`src/cpsc_defines.svh`:
```
// Timing constants and encodings for the camera power state controller.
`ifndef CPSC_DEFINES_SVH
`define CPSC_DEFINES_SVH
`define CPSC_CLK_HZ        125000000
`define CPSC_OT_SECONDS    10
`define CPSC_OT_CYCLES     (`CPSC_CLK_HZ * `CPSC_OT_SECONDS)
`define CPSC_CNT_W         32
`define CPSC_TEMP_W        12
`define CPSC_TEMP_LIMIT_C  12'h050
`define CPSC_STATE_W       3
`define CPSC_PIN_IDLE      1'b1
`define CPSC_ST_OFF        3'h0
`define CPSC_ST_UNINIT     3'h1
`define CPSC_ST_ON         3'h2
`define CPSC_ST_SHUTDOWN   3'h3
`define CPSC_ST_OVERTEMP   3'h4
`endif

```
`src/cpsc_pkg.sv`:
```
// Types shared by the camera power state controller.
package cpsc_pkg;
	typedef enum {
		CPSC_OFF,
		CPSC_UNINIT,
		CPSC_ON,
		CPSC_SHUTDOWN,
		CPSC_OVERTEMP
	} cpsc_state_t;

	typedef struct packed {
		logic functions_en;
		logic shutdown_imminent;
		logic [2:0] state_code;
	} cpsc_status_t;
endpackage

```
`src/cpsc_power_ctrl.sv`:
```
// Power state controller: host boot and shutdown moves plus the overtemp countdown.
`timescale 1ns/100ps
`include "cpsc_defines.svh"

module cpsc_power_ctrl #(
	parameter logic [`CPSC_CNT_W-1:0] OT_CYCLES = `CPSC_OT_CYCLES
) (
	input  wire logic                    SYS_CLK,
	input  wire logic                    RST,
	input  wire logic                    SUPPLY_GOOD,
	input  wire logic                    RESET_N,
	input  wire logic                    SHUTDOWN_REQUEST_N,
	input  wire logic                    SW_SHUTDOWN_CMD,
	input  wire logic                    SW_WAKE_CMD,
	input  wire logic [`CPSC_TEMP_W-1:0] TEMP_C,
	output logic                         FUNCTIONS_EN,
	output logic                         SHUTDOWN_IMMINENT,
	output logic [`CPSC_STATE_W-1:0]     STATE_CODE,
	output cpsc_pkg::cpsc_status_t       STATUS
);
	cpsc_pkg::cpsc_state_t         state_q;
	cpsc_pkg::cpsc_state_t         state_d;
	logic [`CPSC_CNT_W-1:0]        cnt_q;
	logic [`CPSC_CNT_W-1:0]        cnt_d;
	logic                          shdn_pin_q;
	logic                          hot;
	logic                          cool;
	logic                          pin_fall;
	logic                          pin_rise;
	logic                          expired;
	logic                          go_on;
	logic                          go_down;
	logic                          enter_ot;
	logic                          in_on;
	logic                          in_ot;
	logic                          host_reset;
	logic                          supply_lost;
	logic                          boot_ok;
	logic                          ot_cool_exit;
	logic                          ot_timeout;
	logic                          cnt_run;
	logic [`CPSC_CNT_W-1:0]        cnt_load;
	logic [`CPSC_CNT_W-1:0]        cnt_dec;
	logic                          funcs_d;
	logic                          imminent_d;
	logic [`CPSC_STATE_W-1:0]      code_d;
	cpsc_pkg::cpsc_status_t        status_d;

	function automatic logic [`CPSC_STATE_W-1:0] code_of(input cpsc_pkg::cpsc_state_t s);
		case (s)
			cpsc_pkg::CPSC_OFF:      code_of = `CPSC_ST_OFF;
			cpsc_pkg::CPSC_UNINIT:   code_of = `CPSC_ST_UNINIT;
			cpsc_pkg::CPSC_ON:       code_of = `CPSC_ST_ON;
			cpsc_pkg::CPSC_SHUTDOWN: code_of = `CPSC_ST_SHUTDOWN;
			cpsc_pkg::CPSC_OVERTEMP: code_of = `CPSC_ST_OVERTEMP;
			default:                 code_of = `CPSC_ST_OFF;
		endcase
	endfunction

	// Functions stay usable during the overtemp warning window, so the host can still read
	// the warning and wind down its work before the drop to shutdown.
	function automatic logic funcs_of(input cpsc_pkg::cpsc_state_t s);
		case (s)
			cpsc_pkg::CPSC_ON:       funcs_of = 1'b1;
			cpsc_pkg::CPSC_OVERTEMP: funcs_of = 1'b1;
			default:                 funcs_of = 1'b0;
		endcase
	endfunction

	function automatic logic imminent_of(input cpsc_pkg::cpsc_state_t s);
		case (s)
			cpsc_pkg::CPSC_OVERTEMP: imminent_of = 1'b1;
			default:                 imminent_of = 1'b0;
		endcase
	endfunction

	// Exactly at the limit the sensor is neither hot nor cool, so overtemp holds and keeps
	// counting there instead of chattering between two states.
	assign hot      = TEMP_C > `CPSC_TEMP_LIMIT_C;
	assign cool     = TEMP_C < `CPSC_TEMP_LIMIT_C;
	// Pin edges are used so a held level does not fight a later software command.
	assign pin_fall = shdn_pin_q & ~SHUTDOWN_REQUEST_N;
	assign pin_rise = ~shdn_pin_q & SHUTDOWN_REQUEST_N;
	assign go_on    = pin_rise | SW_WAKE_CMD;
	assign go_down  = pin_fall | SW_SHUTDOWN_CMD;
	assign expired      = (cnt_q == '0);
	assign in_on        = (state_q == cpsc_pkg::CPSC_ON);
	assign in_ot        = (state_q == cpsc_pkg::CPSC_OVERTEMP);
	assign host_reset   = ~RESET_N;
	assign supply_lost  = ~SUPPLY_GOOD;
	assign boot_ok      = RESET_N & SHUTDOWN_REQUEST_N;
	assign ot_cool_exit = in_ot & cool;
	assign ot_timeout   = in_ot & ~cool & expired;
	// Loading only on a real move into overtemp keeps a reset or a shutdown that wins in
	// the same cycle from arming a countdown that no state will use.
	assign enter_ot     = in_on & (state_d == cpsc_pkg::CPSC_OVERTEMP);
	assign cnt_run      = in_ot & ~expired;
	// The counter is wide enough for ten seconds at this clock; a much faster clock would
	// need a wider counter as well as a new span.
	assign cnt_load     = OT_CYCLES - 1'b1;
	assign cnt_dec      = cnt_q - 1'b1;

	// The priority is fixed: loss of supply first, then a host reset, then a shutdown
	// request, then the temperature paths. A shutdown that the host asks for therefore
	// always beats the automatic overtemp moves in the same cycle.
	always_comb begin
		state_d = state_q;
		// Loss of supply always wins, from every state.
		if (supply_lost) begin
			state_d = cpsc_pkg::CPSC_OFF;
		end else begin
			case (state_q)
				cpsc_pkg::CPSC_OFF: begin
					state_d = cpsc_pkg::CPSC_UNINIT;
				end
				cpsc_pkg::CPSC_UNINIT: begin
					// Boot follows the pin levels alone: reset high with the pin high, no host edge needed.
					if (boot_ok) begin
						state_d = cpsc_pkg::CPSC_ON;
					end
				end
				cpsc_pkg::CPSC_ON: begin
					if (host_reset) begin
						state_d = cpsc_pkg::CPSC_UNINIT;
					end else if (go_down) begin
						state_d = cpsc_pkg::CPSC_SHUTDOWN;
					end else if (hot) begin
						state_d = cpsc_pkg::CPSC_OVERTEMP;
					end
				end
				cpsc_pkg::CPSC_SHUTDOWN: begin
					if (host_reset) begin
						state_d = cpsc_pkg::CPSC_UNINIT;
					end else if (go_on) begin
						state_d = cpsc_pkg::CPSC_ON;
					end
				end
				cpsc_pkg::CPSC_OVERTEMP: begin
					if (host_reset) begin
						state_d = cpsc_pkg::CPSC_UNINIT;
					end else if (go_down) begin
						state_d = cpsc_pkg::CPSC_SHUTDOWN;
					end else if (ot_cool_exit) begin
						state_d = cpsc_pkg::CPSC_ON;
					end else if (ot_timeout) begin
						state_d = cpsc_pkg::CPSC_SHUTDOWN;
					end
				end
				default: begin
					state_d = cpsc_pkg::CPSC_OFF;
				end
			endcase
		end
	end

	// The count is loaded on entry, so a fresh entry always gets the full span.
	assign cnt_d = enter_ot ? cnt_load :
		cnt_run ? cnt_dec : cnt_q;

	// Next values of the outputs follow state_d, so they move at the same edge as the
	// state itself, with no extra cycle of lag.
	assign funcs_d    = funcs_of(state_d);
	assign imminent_d = imminent_of(state_d);
	assign code_d     = code_of(state_d);
	assign status_d   = '{functions_en:      funcs_d,
		shutdown_imminent: imminent_d,
		state_code:        code_d};

	always_ff @(posedge SYS_CLK) begin
		if (RST) begin
			state_q <= cpsc_pkg::CPSC_OFF;
		end else begin
			state_q <= state_d;
		end
	end

	// A cleared count reads as expired, which is harmless because the count is only looked
	// at in overtemp and every entry reloads it first.
	always_ff @(posedge SYS_CLK) begin
		if (RST) begin
			cnt_q <= '0;
		end else begin
			cnt_q <= cnt_d;
		end
	end

	// The pin sampler resets to the idle level of the pin so that no false edge follows reset.
	always_ff @(posedge SYS_CLK) begin
		if (RST) begin
			shdn_pin_q <= `CPSC_PIN_IDLE;
		end else begin
			shdn_pin_q <= SHUTDOWN_REQUEST_N;
		end
	end

	always_ff @(posedge SYS_CLK) begin
		if (RST) begin
			FUNCTIONS_EN      <= 1'b0;
			SHUTDOWN_IMMINENT <= 1'b0;
			STATE_CODE        <= `CPSC_ST_OFF;
			STATUS            <= '0;
		end else begin
			FUNCTIONS_EN      <= funcs_d;
			SHUTDOWN_IMMINENT <= imminent_d;
			STATE_CODE        <= code_d;
			STATUS            <= status_d;
		end
	end
endmodule

```
`config.mk`:
```
export PLATFORM = sky130hd
export DESIGN_NAME = cpsc_power_ctrl
export DESIGN_NICKNAME = d
export VERILOG_FILES = /design/src/cpsc_pkg.sv /design/src/cpsc_power_ctrl.sv
export VERILOG_INCLUDE_DIRS = /design/src
export SDC_FILE = /design/constraint.sdc
export NUM_CORES = 1
export LEC_CHECK = 0
export BUFFER_PORTS_ARGS = -buffer_cell sky130_fd_sc_hd__buf_2
export CAP_MARGIN = 20
export CORE_ASPECT_RATIO = 2
export CORE_UTILIZATION = 58
export CTS_CLUSTER_DIAMETER = 30
export DETAILED_ROUTE_END_ITERATION = 8
export PLACE_DENSITY = 0.82
export SLEW_MARGIN = 20
export SYNTH_ARGS = -nofsm -noshare
export SYNTH_HDL_FRONTEND = slang
export SYNTH_SLANG_ARGS = --single-unit
```
`constraint.sdc`:
```
create_clock -name SYS_CLK -period 3 [get_ports SYS_CLK]
set_input_delay 0.3 -clock SYS_CLK [delete_from_list [all_inputs] [get_ports SYS_CLK]]
set_output_delay 0.3 -clock SYS_CLK [all_outputs]
set_load 0.02 [all_outputs]
```
==> results.toml, run 1 <==
[cells_and_area]
finish.utilization = 0.714
finalNonFillerCells = 413
syn_to_final_growth_pct = 16.5
fill_cells = 354
multi_input_area_um2 = 1470
ff_latch_area_um2 = 1380
final_nets = 374
diodes = 0
final_cell_area_um2 = 3350
drive_gt1_frac = 0.198

[power_and_ir_drop]
p_int_uw = 1270
p_seq_frac = 0.554
ir_drop_uv = 580
combPwrFrac = 0.026
p_sw_frac = 0.253
power.density_nw_per_um2 = 509
switchingPower_uw = 432
pwr-share-clk = 0.420
power.leakage_uw = 0.00147

[flow_run]
drv_cap = 0

[logic_synthesis]
avgSynthCellArea_um2 = 9.74
yosysWarnings = 0
syn-instance-count = 295
synth.area.top_cells = "dfxtp_1 (48%), xor2_1 (5.2%), a21oi_1 (3.1%), or4_1 (2.9%), nand4_1 (2.6%)"
post_synth_num_cell_types = 56
synth_common_cells = "dfxtp_1 (69), nor2_1 (20), a21oi_1 (18)"
synth_most_common_cell = "dfxtp_1"
synthesis.area_um2 = 2870
synth_top_area_frac = 0.481
yosys_most_used_dff = "dfxtp_1"
ys_ff_latch = 69
ys_seq_area_frac = 0.481
async_flop_share = 0
synth_top_cell_by_area = "dfxtp_1"
synth-edff-count = 0

[critical_path]
cp.buffers_inverters = 0
crit_chain = "or4_1 > or4b_1 > or3_1 > nand4_1 > o21ai_0 > a21oi_1"
cp_slowest_stage_delay_ns = 0.67
r2r_cells = 6
start_kind = "flop"
endpoint_kind = "flop"
cp.depth = 6
crit_family = "simple AND/OR/NAND/NOR gates"
critPathKind = "flop to flop"
r2r_setup_slack_ns = 0.37
critPathRequiredTime_ns = 3.29
crit_arrival_ns = 2.92
cp_max_fo = 8
slowest_stage = "or4_1"

[clocking]
cts_tree = "done"
cts_buffer_depth = 2
htreeDepth = 3
root_buffer = "clkbuf_8"
cts_num_sinks = 69
clk_latency_ns = 0.36
numCtsBuffers = 9
cts_resized = 0
clkTransAtPathRegs_ns = 0.08
hold_buffers = 0
postCtsSetupBuffers = 0

[sta]
maxSlewViolCount = 0
slew_headroom = 0.657
tightest_slew_ns = 0.510
setup_viol_count_final = 0
skew_ns = 0.00802
fin_ws_ns = 0.367
fin_crit_ns = 2.63
grt_setup_unrepaired = "false"
clock.fmax_ghz = 0.380
period_share = 0.878
tns_ns = 0
hold_violations = 0

[route]
vias = 2451
routed_wl_um = 6480
ant_nets = 0
drc = 0
via_per_inst = 5.93
firstDrtPassIters = 6
wire_per_inst_um = 15.7
drtIter0Drc = 52

[die]
num_rows = 35
die_area_um2 = 5260
die_w_um = 51.8
start_util = 0.613
core_um2 = 4690
num_io_pins = 29
die_h_um = 102

[status]
status = "complete, no violations"

[grt]
grt_pass1_wl_um = 10300
grt_max_degree = 21
antenna_found_initial = 0
grt_use_total = 0.274
grt_pass1_vias = 2446
grt-ovfl-total = 0

[place]
pre_cts_slack_ns = 0.420
placed_area_um2 = 3160
dp_hpwl_um = 4780
port-buffer-count = 28
gp_congestion = 0.920
dp_cells = 397

[hold_path]
hold_depth = 2
hold_class = "primary input to flop"
-- through the flow --
| step | total power, µW | hold WS, ns |
|---|---|---|
| 5_1_grt | 1760 | 0.227 |
| 6_report | 1700 | 0.228 |
| 3_5_place_dp | 1010 | 0.483 |
| 3_3_place_gp | 1010 | 0.461 |
| 2_1_floorplan | 986 | 0.407 |
| 4_1_cts | 1710 | 0.214 |
-- placed cells by master (no fill, tap or decap), types with 3 or more instances in the layout --
| cell type | count |
|---|---|
| or3_1 | 7 |
| nor3_1 | 9 |
| buf_4 | 9 |
| a31oi_1 | 8 |
| nor4_1 | 10 |
| o21ai_0 | 11 |
| dfxtp_1 | 69 |
| nor4b_1 | 3 |
| conb_1 | 29 |
| clkbuf_8 | 9 |
| nand3_1 | 11 |
| nand4_1 | 12 |
| inv_6 | 4 |
| nor2_1 | 20 |
| xor2_1 | 17 |
| a21oi_1 | 18 |
| or4_1 | 11 |
| or2_2 | 4 |
| inv_1 | 8 |
| nand2_1 | 5 |
| buf_2 | 28 |
| nand2b_1 | 4 |
-- per-layer routing --
layer,vias to the layer above,global-route usage,part of all wire
li1,1181,-,-
met1,1167,0.227,0.33
met2,70,0.513,0.58
met3,33,0.0871,0.039
met4,0,0.193,0.050
met5,-,0,0
-- worst paths after layout --
check	startpoint	to
setup / recovery	cnt_q[12]$_SDFFE_PP0P_	cnt_q[31]$_SDFFE_PP0P_
hold / removal	SHUTDOWN_REQUEST_N	shdn_pin_q$_SDFF_PP1_
setup reg to reg	cnt_q[12]$_SDFFE_PP0P_	cnt_q[31]$_SDFFE_PP0P_
hold reg to reg	cnt_q[25]$_SDFFE_PP0P_	cnt_q[25]$_SDFFE_PP0P_
-- state kept, by name, indices dropped and copies added, names as in the netlist --
signal and cells:
cnt_q 32, state_q 32, STATUS 4, shdn_pin_q 1
-- power by group through the flow --
stage	sequential, µW	combinational, µW	clock (µW)
2_1_floorplan	963	22.9	0
3_3_place_gp	965	42.6	0
3_5_place_dp	966	43.5	0
4_1_cts	944	43.5	727
5_1_grt	945	50.4	766
6_report	944	45.1	716
-- cell families (layout without fill, tap and decap cells) --
group                      Yosys count  after routing  synth area share
muxes                                1              1           0.00392
buffers and inverters               26             61            0.0435
xor gates and xnor gates            19             19            0.0579
adders and majority gates            2              2           0.00871
other                                1             29           0.00130
and+or+nand+nor                    119            119             0.274
DFF                                 69             69             0.481
AOI/OAI and AO/OA                   58             58             0.130
-- cell type report --
type,instances,area share
clock inverters,7,0.0187
well taps,55,0.0206
flip-flops and latches,69,0.413
repair buffers,37,0.0621
inverters,8,0.00897
multi-input cells,228,0.440
clock buffers,9,0.0370
Note: power is estimated with default switching activity, not from simulation.
==> inputs of run 2 (changes only) <==
==> constraint.sdc (replaced) <==
create_clock -name SYS_CLK -period 3 [get_ports SYS_CLK]
set_input_delay 0 -clock SYS_CLK [delete_from_list [all_inputs] [get_ports SYS_CLK]]
set_output_delay 0 -clock SYS_CLK [all_outputs]
set_load 0.02 [all_outputs]
==> results.toml, run 2 (synthesis gave the netlist of run 1 again) <==
[cells_and_area]
top_regs = "cnt_q: 32 flops, state_q: 32 flops, STATUS: 4 flops"
syn_to_final_growth_pct = 16.8
finish.utilization = 0.716
final_common_cell = "dfxtp_1"
final_nets = 375
drive_gt1_frac = 0.198
final_cell_mix = "dfxtp_1 (69), conb_1 (29), buf_2 (28), nor2_1 (20), a21oi_1 (18)"
fill_cells = 352
multi_input_area_um2 = 1470
ff_latch_area_um2 = 1380
diodes = 0

[die]
die_h_um = 102
start_util = 0.613
num_io_pins = 29
num_rows = 35
core_um2 = 4690
die_w_um = 51.8
die_area_um2 = 5260

[grt]
grt_pass1_vias = 2447
grt_use_total = 0.275
grt_pass1_wl_um = 10300
antenna_found_initial = 0
grt-ovfl-total = 0
grt_max_degree = 21

[clocking]
cts_resized = 0
clkTransAtPathRegs_ns = 0.08
cts_num_sinks = 69
postCtsSetupBuffers = 0
cts_tree = "done"
hold_buffers = 1
root_buffer = "clkbuf_8"
cts_buffer_depth = 2
clk_latency_ns = 0.36
htreeDepth = 3
numCtsBuffers = 9

[sta]
tightest_slew_ns = 0.510
fin_crit_ns = 2.63
slew_headroom = 0.657
setup_viol_count_final = 0
skew_ns = 0.00799
period_share = 0.877
hold_violations = 0
grt_setup_unrepaired = "false"
maxSlewViolCount = 0
tns_ns = 0
clock.fmax_ghz = 0.380

[power_and_ir_drop]
p_seq_frac = 0.553
p_int_uw = 1270
switchingPower_uw = 433
ir_drop_uv = 580
combPwrFrac = 0.027
pwr-share-clk = 0.420
power.density_nw_per_um2 = 508
power.leakage_uw = 0.00147
p_sw_frac = 0.254

[status]
status = "complete, no violations"

[hold_path]
hp-start = "RST"
hold_class = "primary input to flop"

[route]
wire_per_inst_um = 15.6
ant_nets = 0
drc = 0
drtIter0Drc = 51
vias = 2469
firstDrtPassIters = 4
via_per_inst = 5.96
routed_wl_um = 6470

[critical_path]
slowest_stage = "or4_1"
cp_slowest_stage_delay_ns = 0.66
crit_chain = "or4_1 > or4b_1 > or3_1 > nand3_2 > o21ai_0 > a31oi_1"
startpoint = "cnt_q[12]$_SDFFE_PP0P_"
endpoint_kind = "flop"
reg2reg_from = "cnt_q[12]$_SDFFE_PP0P_"
critPathKind = "flop to flop"
cp_max_fo = 8
crit_arrival_ns = 2.92
start_kind = "flop"
critPathRequiredTime_ns = 3.29

[place]
port-buffer-count = 28
gp_congestion = 0.920
dp_hpwl_um = 4780

[flow_run]
drv_cap = 0
-- run 2: cell types whose count changed in the layout (fill, tap and decap cells not counted) --
cell	change
dlygate4sd3_1	+1
-- run 2: final timing paths --
| kind | to | slack, ns | depth (start not counted) |
|---|---|---|---|
| setup / recovery | cnt_q[23]$_SDFFE_PP0P_ | 0.37 | 6 |
| hold / removal | cnt_q[5]$_SDFFE_PP0P_ | 0.06 | 2 |
| setup reg to reg | cnt_q[23]$_SDFFE_PP0P_ | 0.37 | 6 |
| hold reg to reg | cnt_q[25]$_SDFFE_PP0P_ | 0.50 | 2 |
-- run 2: cell type report --
cell class	instances	area share
Multi-Input combinational cell	228	0.439
Sequential cell	69	0.411
Timing Repair Buffer	38	0.0649
Clock buffer	9	0.0369
Tap cell	55	0.0205
Clock inverter	7	0.0186
Inverter	8	0.00895
-- run 2: worst max-delay path, delay by kind of cell, from the launching register on --
family	cells	cell delay, ns
AO/OA/AOI/OAI	2	0.28
flip-flops	1	0.34
AND/OR/NAND/NOR	4	1.94
-- run 2: through the flow --
step / area (µm²) / instances / worst slack, ns / hold WS [ns] / total power (µW)
after CTS: 3360 / 414 / 0.380 / 0.0497 / 1720
final: 3360 / 414 / 0.368 / 0.0629 / 1710
after detailed placement: 3160 / 397 / 0.420 / 0.287 / 1010
after global routing: 3360 / 414 / 0.151 / 0.0715 / 1760
after floorplan: 2980 / 323 / 0.538 / 0.107 / 986
after global placement: 3160 / 397 / 0.446 / 0.281 / 1010
-- run 2: per-layer routing --
layer / global-route usage / vias to the layer above / wire length (µm)
met5: 0 / - / 0
met4: 0.193 / 0 / 340
met3: 0.0871 / 30 / 300
met2: 0.514 / 75 / 3630
met1: 0.228 / 1181 / 2190
li1: - / 1183 / -
-- run 2: power by group through the flow --
stage               registers, µW  clock network [µW]  logic, µW
floorplan                     963                   0       22.9
global placement              965                   0       42.6
detailed placement            966                   0       43.5
CTS                           944                 727       44.5
global route                  945                 766       51.6
finish                        944                 717       46.0
==> inputs of run 3 (changes only) <==
Settings changed: ABC_AREA from default to 1, CORE_UTILIZATION 58 to 59.
==> results.toml, run 3 <==
[logic_synthesis]
synth_top_family_by_area = "simple AND/OR/NAND/NOR gates"
async_flop_share = 0
synth_top_cell_by_area = "dfxtp_1"
ys_ff_latch = 69
post_synth_num_cell_types = 34
synth-edff-count = 0
synthMuxAreaShare = 0
yosys_most_used_dff = "dfxtp_1"
syn-instance-count = 471
synth.area.top_cells = "dfxtp_1 (41%), nand2_1 (11%), nor2_1 (10%), inv_1 (6.0%), xor2_1 (4.7%)"
synth_most_common_cell = "nand2_1"
synth_top_area_frac = 0.408
synth_xor_area_frac = 0.0647
yosysWarnings = 0
avgSynthCellArea_um2 = 7.18
synth-compound-area-share = 0.0570
synthAdderAreaFrac = 0.00740
synth_common_cells = "nand2_1 (95), nor2_1 (91), dfxtp_1 (69)"
synth_simple_gate_area_share = 0.367
synthesis.area_um2 = 3380
ys_seq_area_frac = 0.408

[route]
route.met3.wl_um = 301
vias = 3012
via_per_inst = 5.06
drc = 0
firstDrtPassIters = 4
wire_per_inst_um = 13.3
routed_wl_um = 7930
wl_met2_um = 4630
wl_met1_um = 2680
ant_nets = 0
top_layer_used = "met4"
drtIter0Drc = 136

[clocking]
postCtsSetupBuffers = 0
cts_resized = 0
cts_tree = "done"
htreeDepth = 3
clk_latency_ns = 0.36
cts_buffer_depth = 2
clkTransAtPathRegs_ns = 0.07
cts_num_sinks = 69
root_buffer = "clkbuf_8"
numCtsBuffers = 9
hold_buffers = 2

[critical_path]
r2r_setup_slack_ns = 0.79
slowest_stage = "dfxtp_1"
cp.depth = 10
r2r_end = "cnt_q[9]$_SDFFE_PP0P_"
cp_slowest_stage_delay_ns = 0.33
cp_max_fo = 18
startpoint = "state_q[2]$_SDFF_PP0_"
worstSetupEndpoint = "cnt_q[9]$_SDFFE_PP0P_"
critPathRequiredTime_ns = 3.24
reg2reg_from = "state_q[2]$_SDFF_PP0_"
crit_chain = "inv_2 > nand2_1 > nor3_1 > nand2_1 > a21oi_1 > nor2_1 > nor2_4 > nand4_4 > nand2_4 > a21oi_1"
crit_arrival_ns = 2.45
r2r_cells = 10
start_kind = "flop"
cp.buffers_inverters = 1
critPathKind = "flop to flop"
crit_family = "simple AND/OR/NAND/NOR gates"
endpoint_kind = "flop"

[sta]
setup_viol_count_final = 0
hold_violations = 0
fin_crit_ns = 2.21
tightest_slew_ns = 0.530
skew_ns = 0.0114
tns_ns = 0
grt_setup_unrepaired = "false"
maxSlewViolCount = 0
period_share = 0.737
clock.fmax_ghz = 0.452
slew_headroom = 0.644

[power_and_ir_drop]
p_int_uw = 1340
p_seq_frac = 0.541
switchingPower_uw = 402
pwr-share-clk = 0.426
power.density_nw_per_um2 = 454
power.leakage_uw = 0.00195
power_uw = 1740
combPwrFrac = 0.033
p_sw_frac = 0.231
ir_drop_uv = 522

[cells_and_area]
fill_cells = 449
drive_gt1_frac = 0.159
final_nets = 551
syn_to_final_growth_pct = 13.6
final_cell_mix = "nand2_1 (95), nor2_1 (91), dfxtp_1 (69), inv_1 (54)"
diodes = 0
final_common_cell = "nand2_1"
top_regs = "cnt_q: 32 flops, state_q: 32 flops, STATUS: 4 flops"

[place]
dp_hpwl_um = 5860
port-buffer-count = 28
gp_congestion = 1.02

[die]
start_util = 0.619
die_area_um2 = 6060
core_um2 = 5470
die_w_um = 55.5
die_h_um = 109
num_rows = 38
num_io_pins = 29

[hold_path]
hold_class = "primary input to flop"

[grt]
grt_pass1_wl_um = 12900
antenna_found_initial = 0
grt_use_total = 0.283
grt-ovfl-total = 0
grt_pass1_vias = 3009
grt_max_degree = 22

[status]
status = "complete, no violations"

[flow_run]
drv_cap = 0
==> run 3: cell types whose count changed after synthesis, sizes merged, moves of 6 or more <==
cell / before / now
a31oi: 8 / 0
nand3: 12 / 30
nand2: 5 / 106
nor4: 12 / 1
or3: 7 / 0
inv: 8 / 61
a21oi: 18 / 26
o21ai: 12 / 5
or4: 12 / 0
clkbuf: 8 / 2
nor2: 20 / 104
==> run 3: final cells by class <==
cell class | instances | area [µm²] | share of cell area
repair buffers | 31 | 168 | 0.0436
clock inverters | 7 | 73.8 | 0.0192
multi-input cells | 357 | 1790 | 0.465
inverters | 62 | 233 | 0.0606
clock buffers | 9 | 124 | 0.0322
flip-flops and latches | 69 | 1380 | 0.360
well taps | 60 | 75.1 | 0.0195
==> run 3: how the worst min path moves through the flow <==
stage / startpoint / endpoint / slack [ns] / cells after the start
after floorplan: SHUTDOWN_REQUEST_N / shdn_pin_q$_SDFF_PP1_ / 0.11 / 2
after global placement: SHUTDOWN_REQUEST_N / shdn_pin_q$_SDFF_PP1_ / 0.26 / 3
after detailed placement: SHUTDOWN_REQUEST_N / shdn_pin_q$_SDFF_PP1_ / 0.28 / 3
after CTS: RESET_N / STATUS[4]$_SDFF_PP0_ / 0.06 / 5
after global routing: RST / STATUS[1]$_SDFF_PP0_ / 0.07 / 2
final: RESET_N / STATUS[4]$_SDFF_PP0_ / 0.07 / 5
==> run 3: per-layer routing <==
layer	up-vias	GRT usage
li1	1546	-
met5	-	0
met3	28	0.0510
met2	78	0.574
met4	0	0.188
met1	1360	0.240
==> run 3: worst min-delay path, stage by stage <==
cell     delay, ns
buf_2         0.13
nand2_1       0.06
nand2_1       0.06
nand4_1       0.08
nand2_1       0.05
==> run 3: power groups by stage <==
| stage | sequential (µW) | clock [µW] | combinational, µW |
|---|---|---|---|
| 3_3_place_gp | 963 | 0 | 52.4 |
| 6_report | 943 | 743 | 57.0 |
| 3_5_place_dp | 964 | 0 | 53.0 |
| 2_1_floorplan | 962 | 0 | 32.5 |
| 5_1_grt | 944 | 794 | 64.8 |
| 4_1_cts | 943 | 754 | 55.4 |
==> run 3: stage by stage <==
step	utilization	instance area, µm²	worst slack [ns]	instances	hold WS (ns)
global route	0.703	3840	0.630	595	0.0696
floorplan	-	3490	1.17	499	0.109
finish	0.703	3840	0.788	595	0.0672
global placement	0.663	3620	0.871	577	0.262
detailed placement	0.663	3620	0.864	577	0.275
CTS	0.703	3840	0.841	595	0.0635
==> run 3: cell families (layout without fill, tap and decap cells) <==
family	after synthesis	after routing
DFF	69	69
buffers and inverters	73	109
and+or+nand+nor	269	269
AOI/OAI and AO/OA	32	32
other	1	29
adders and majority gates	2	2
xor gates and xnor gates	25	25
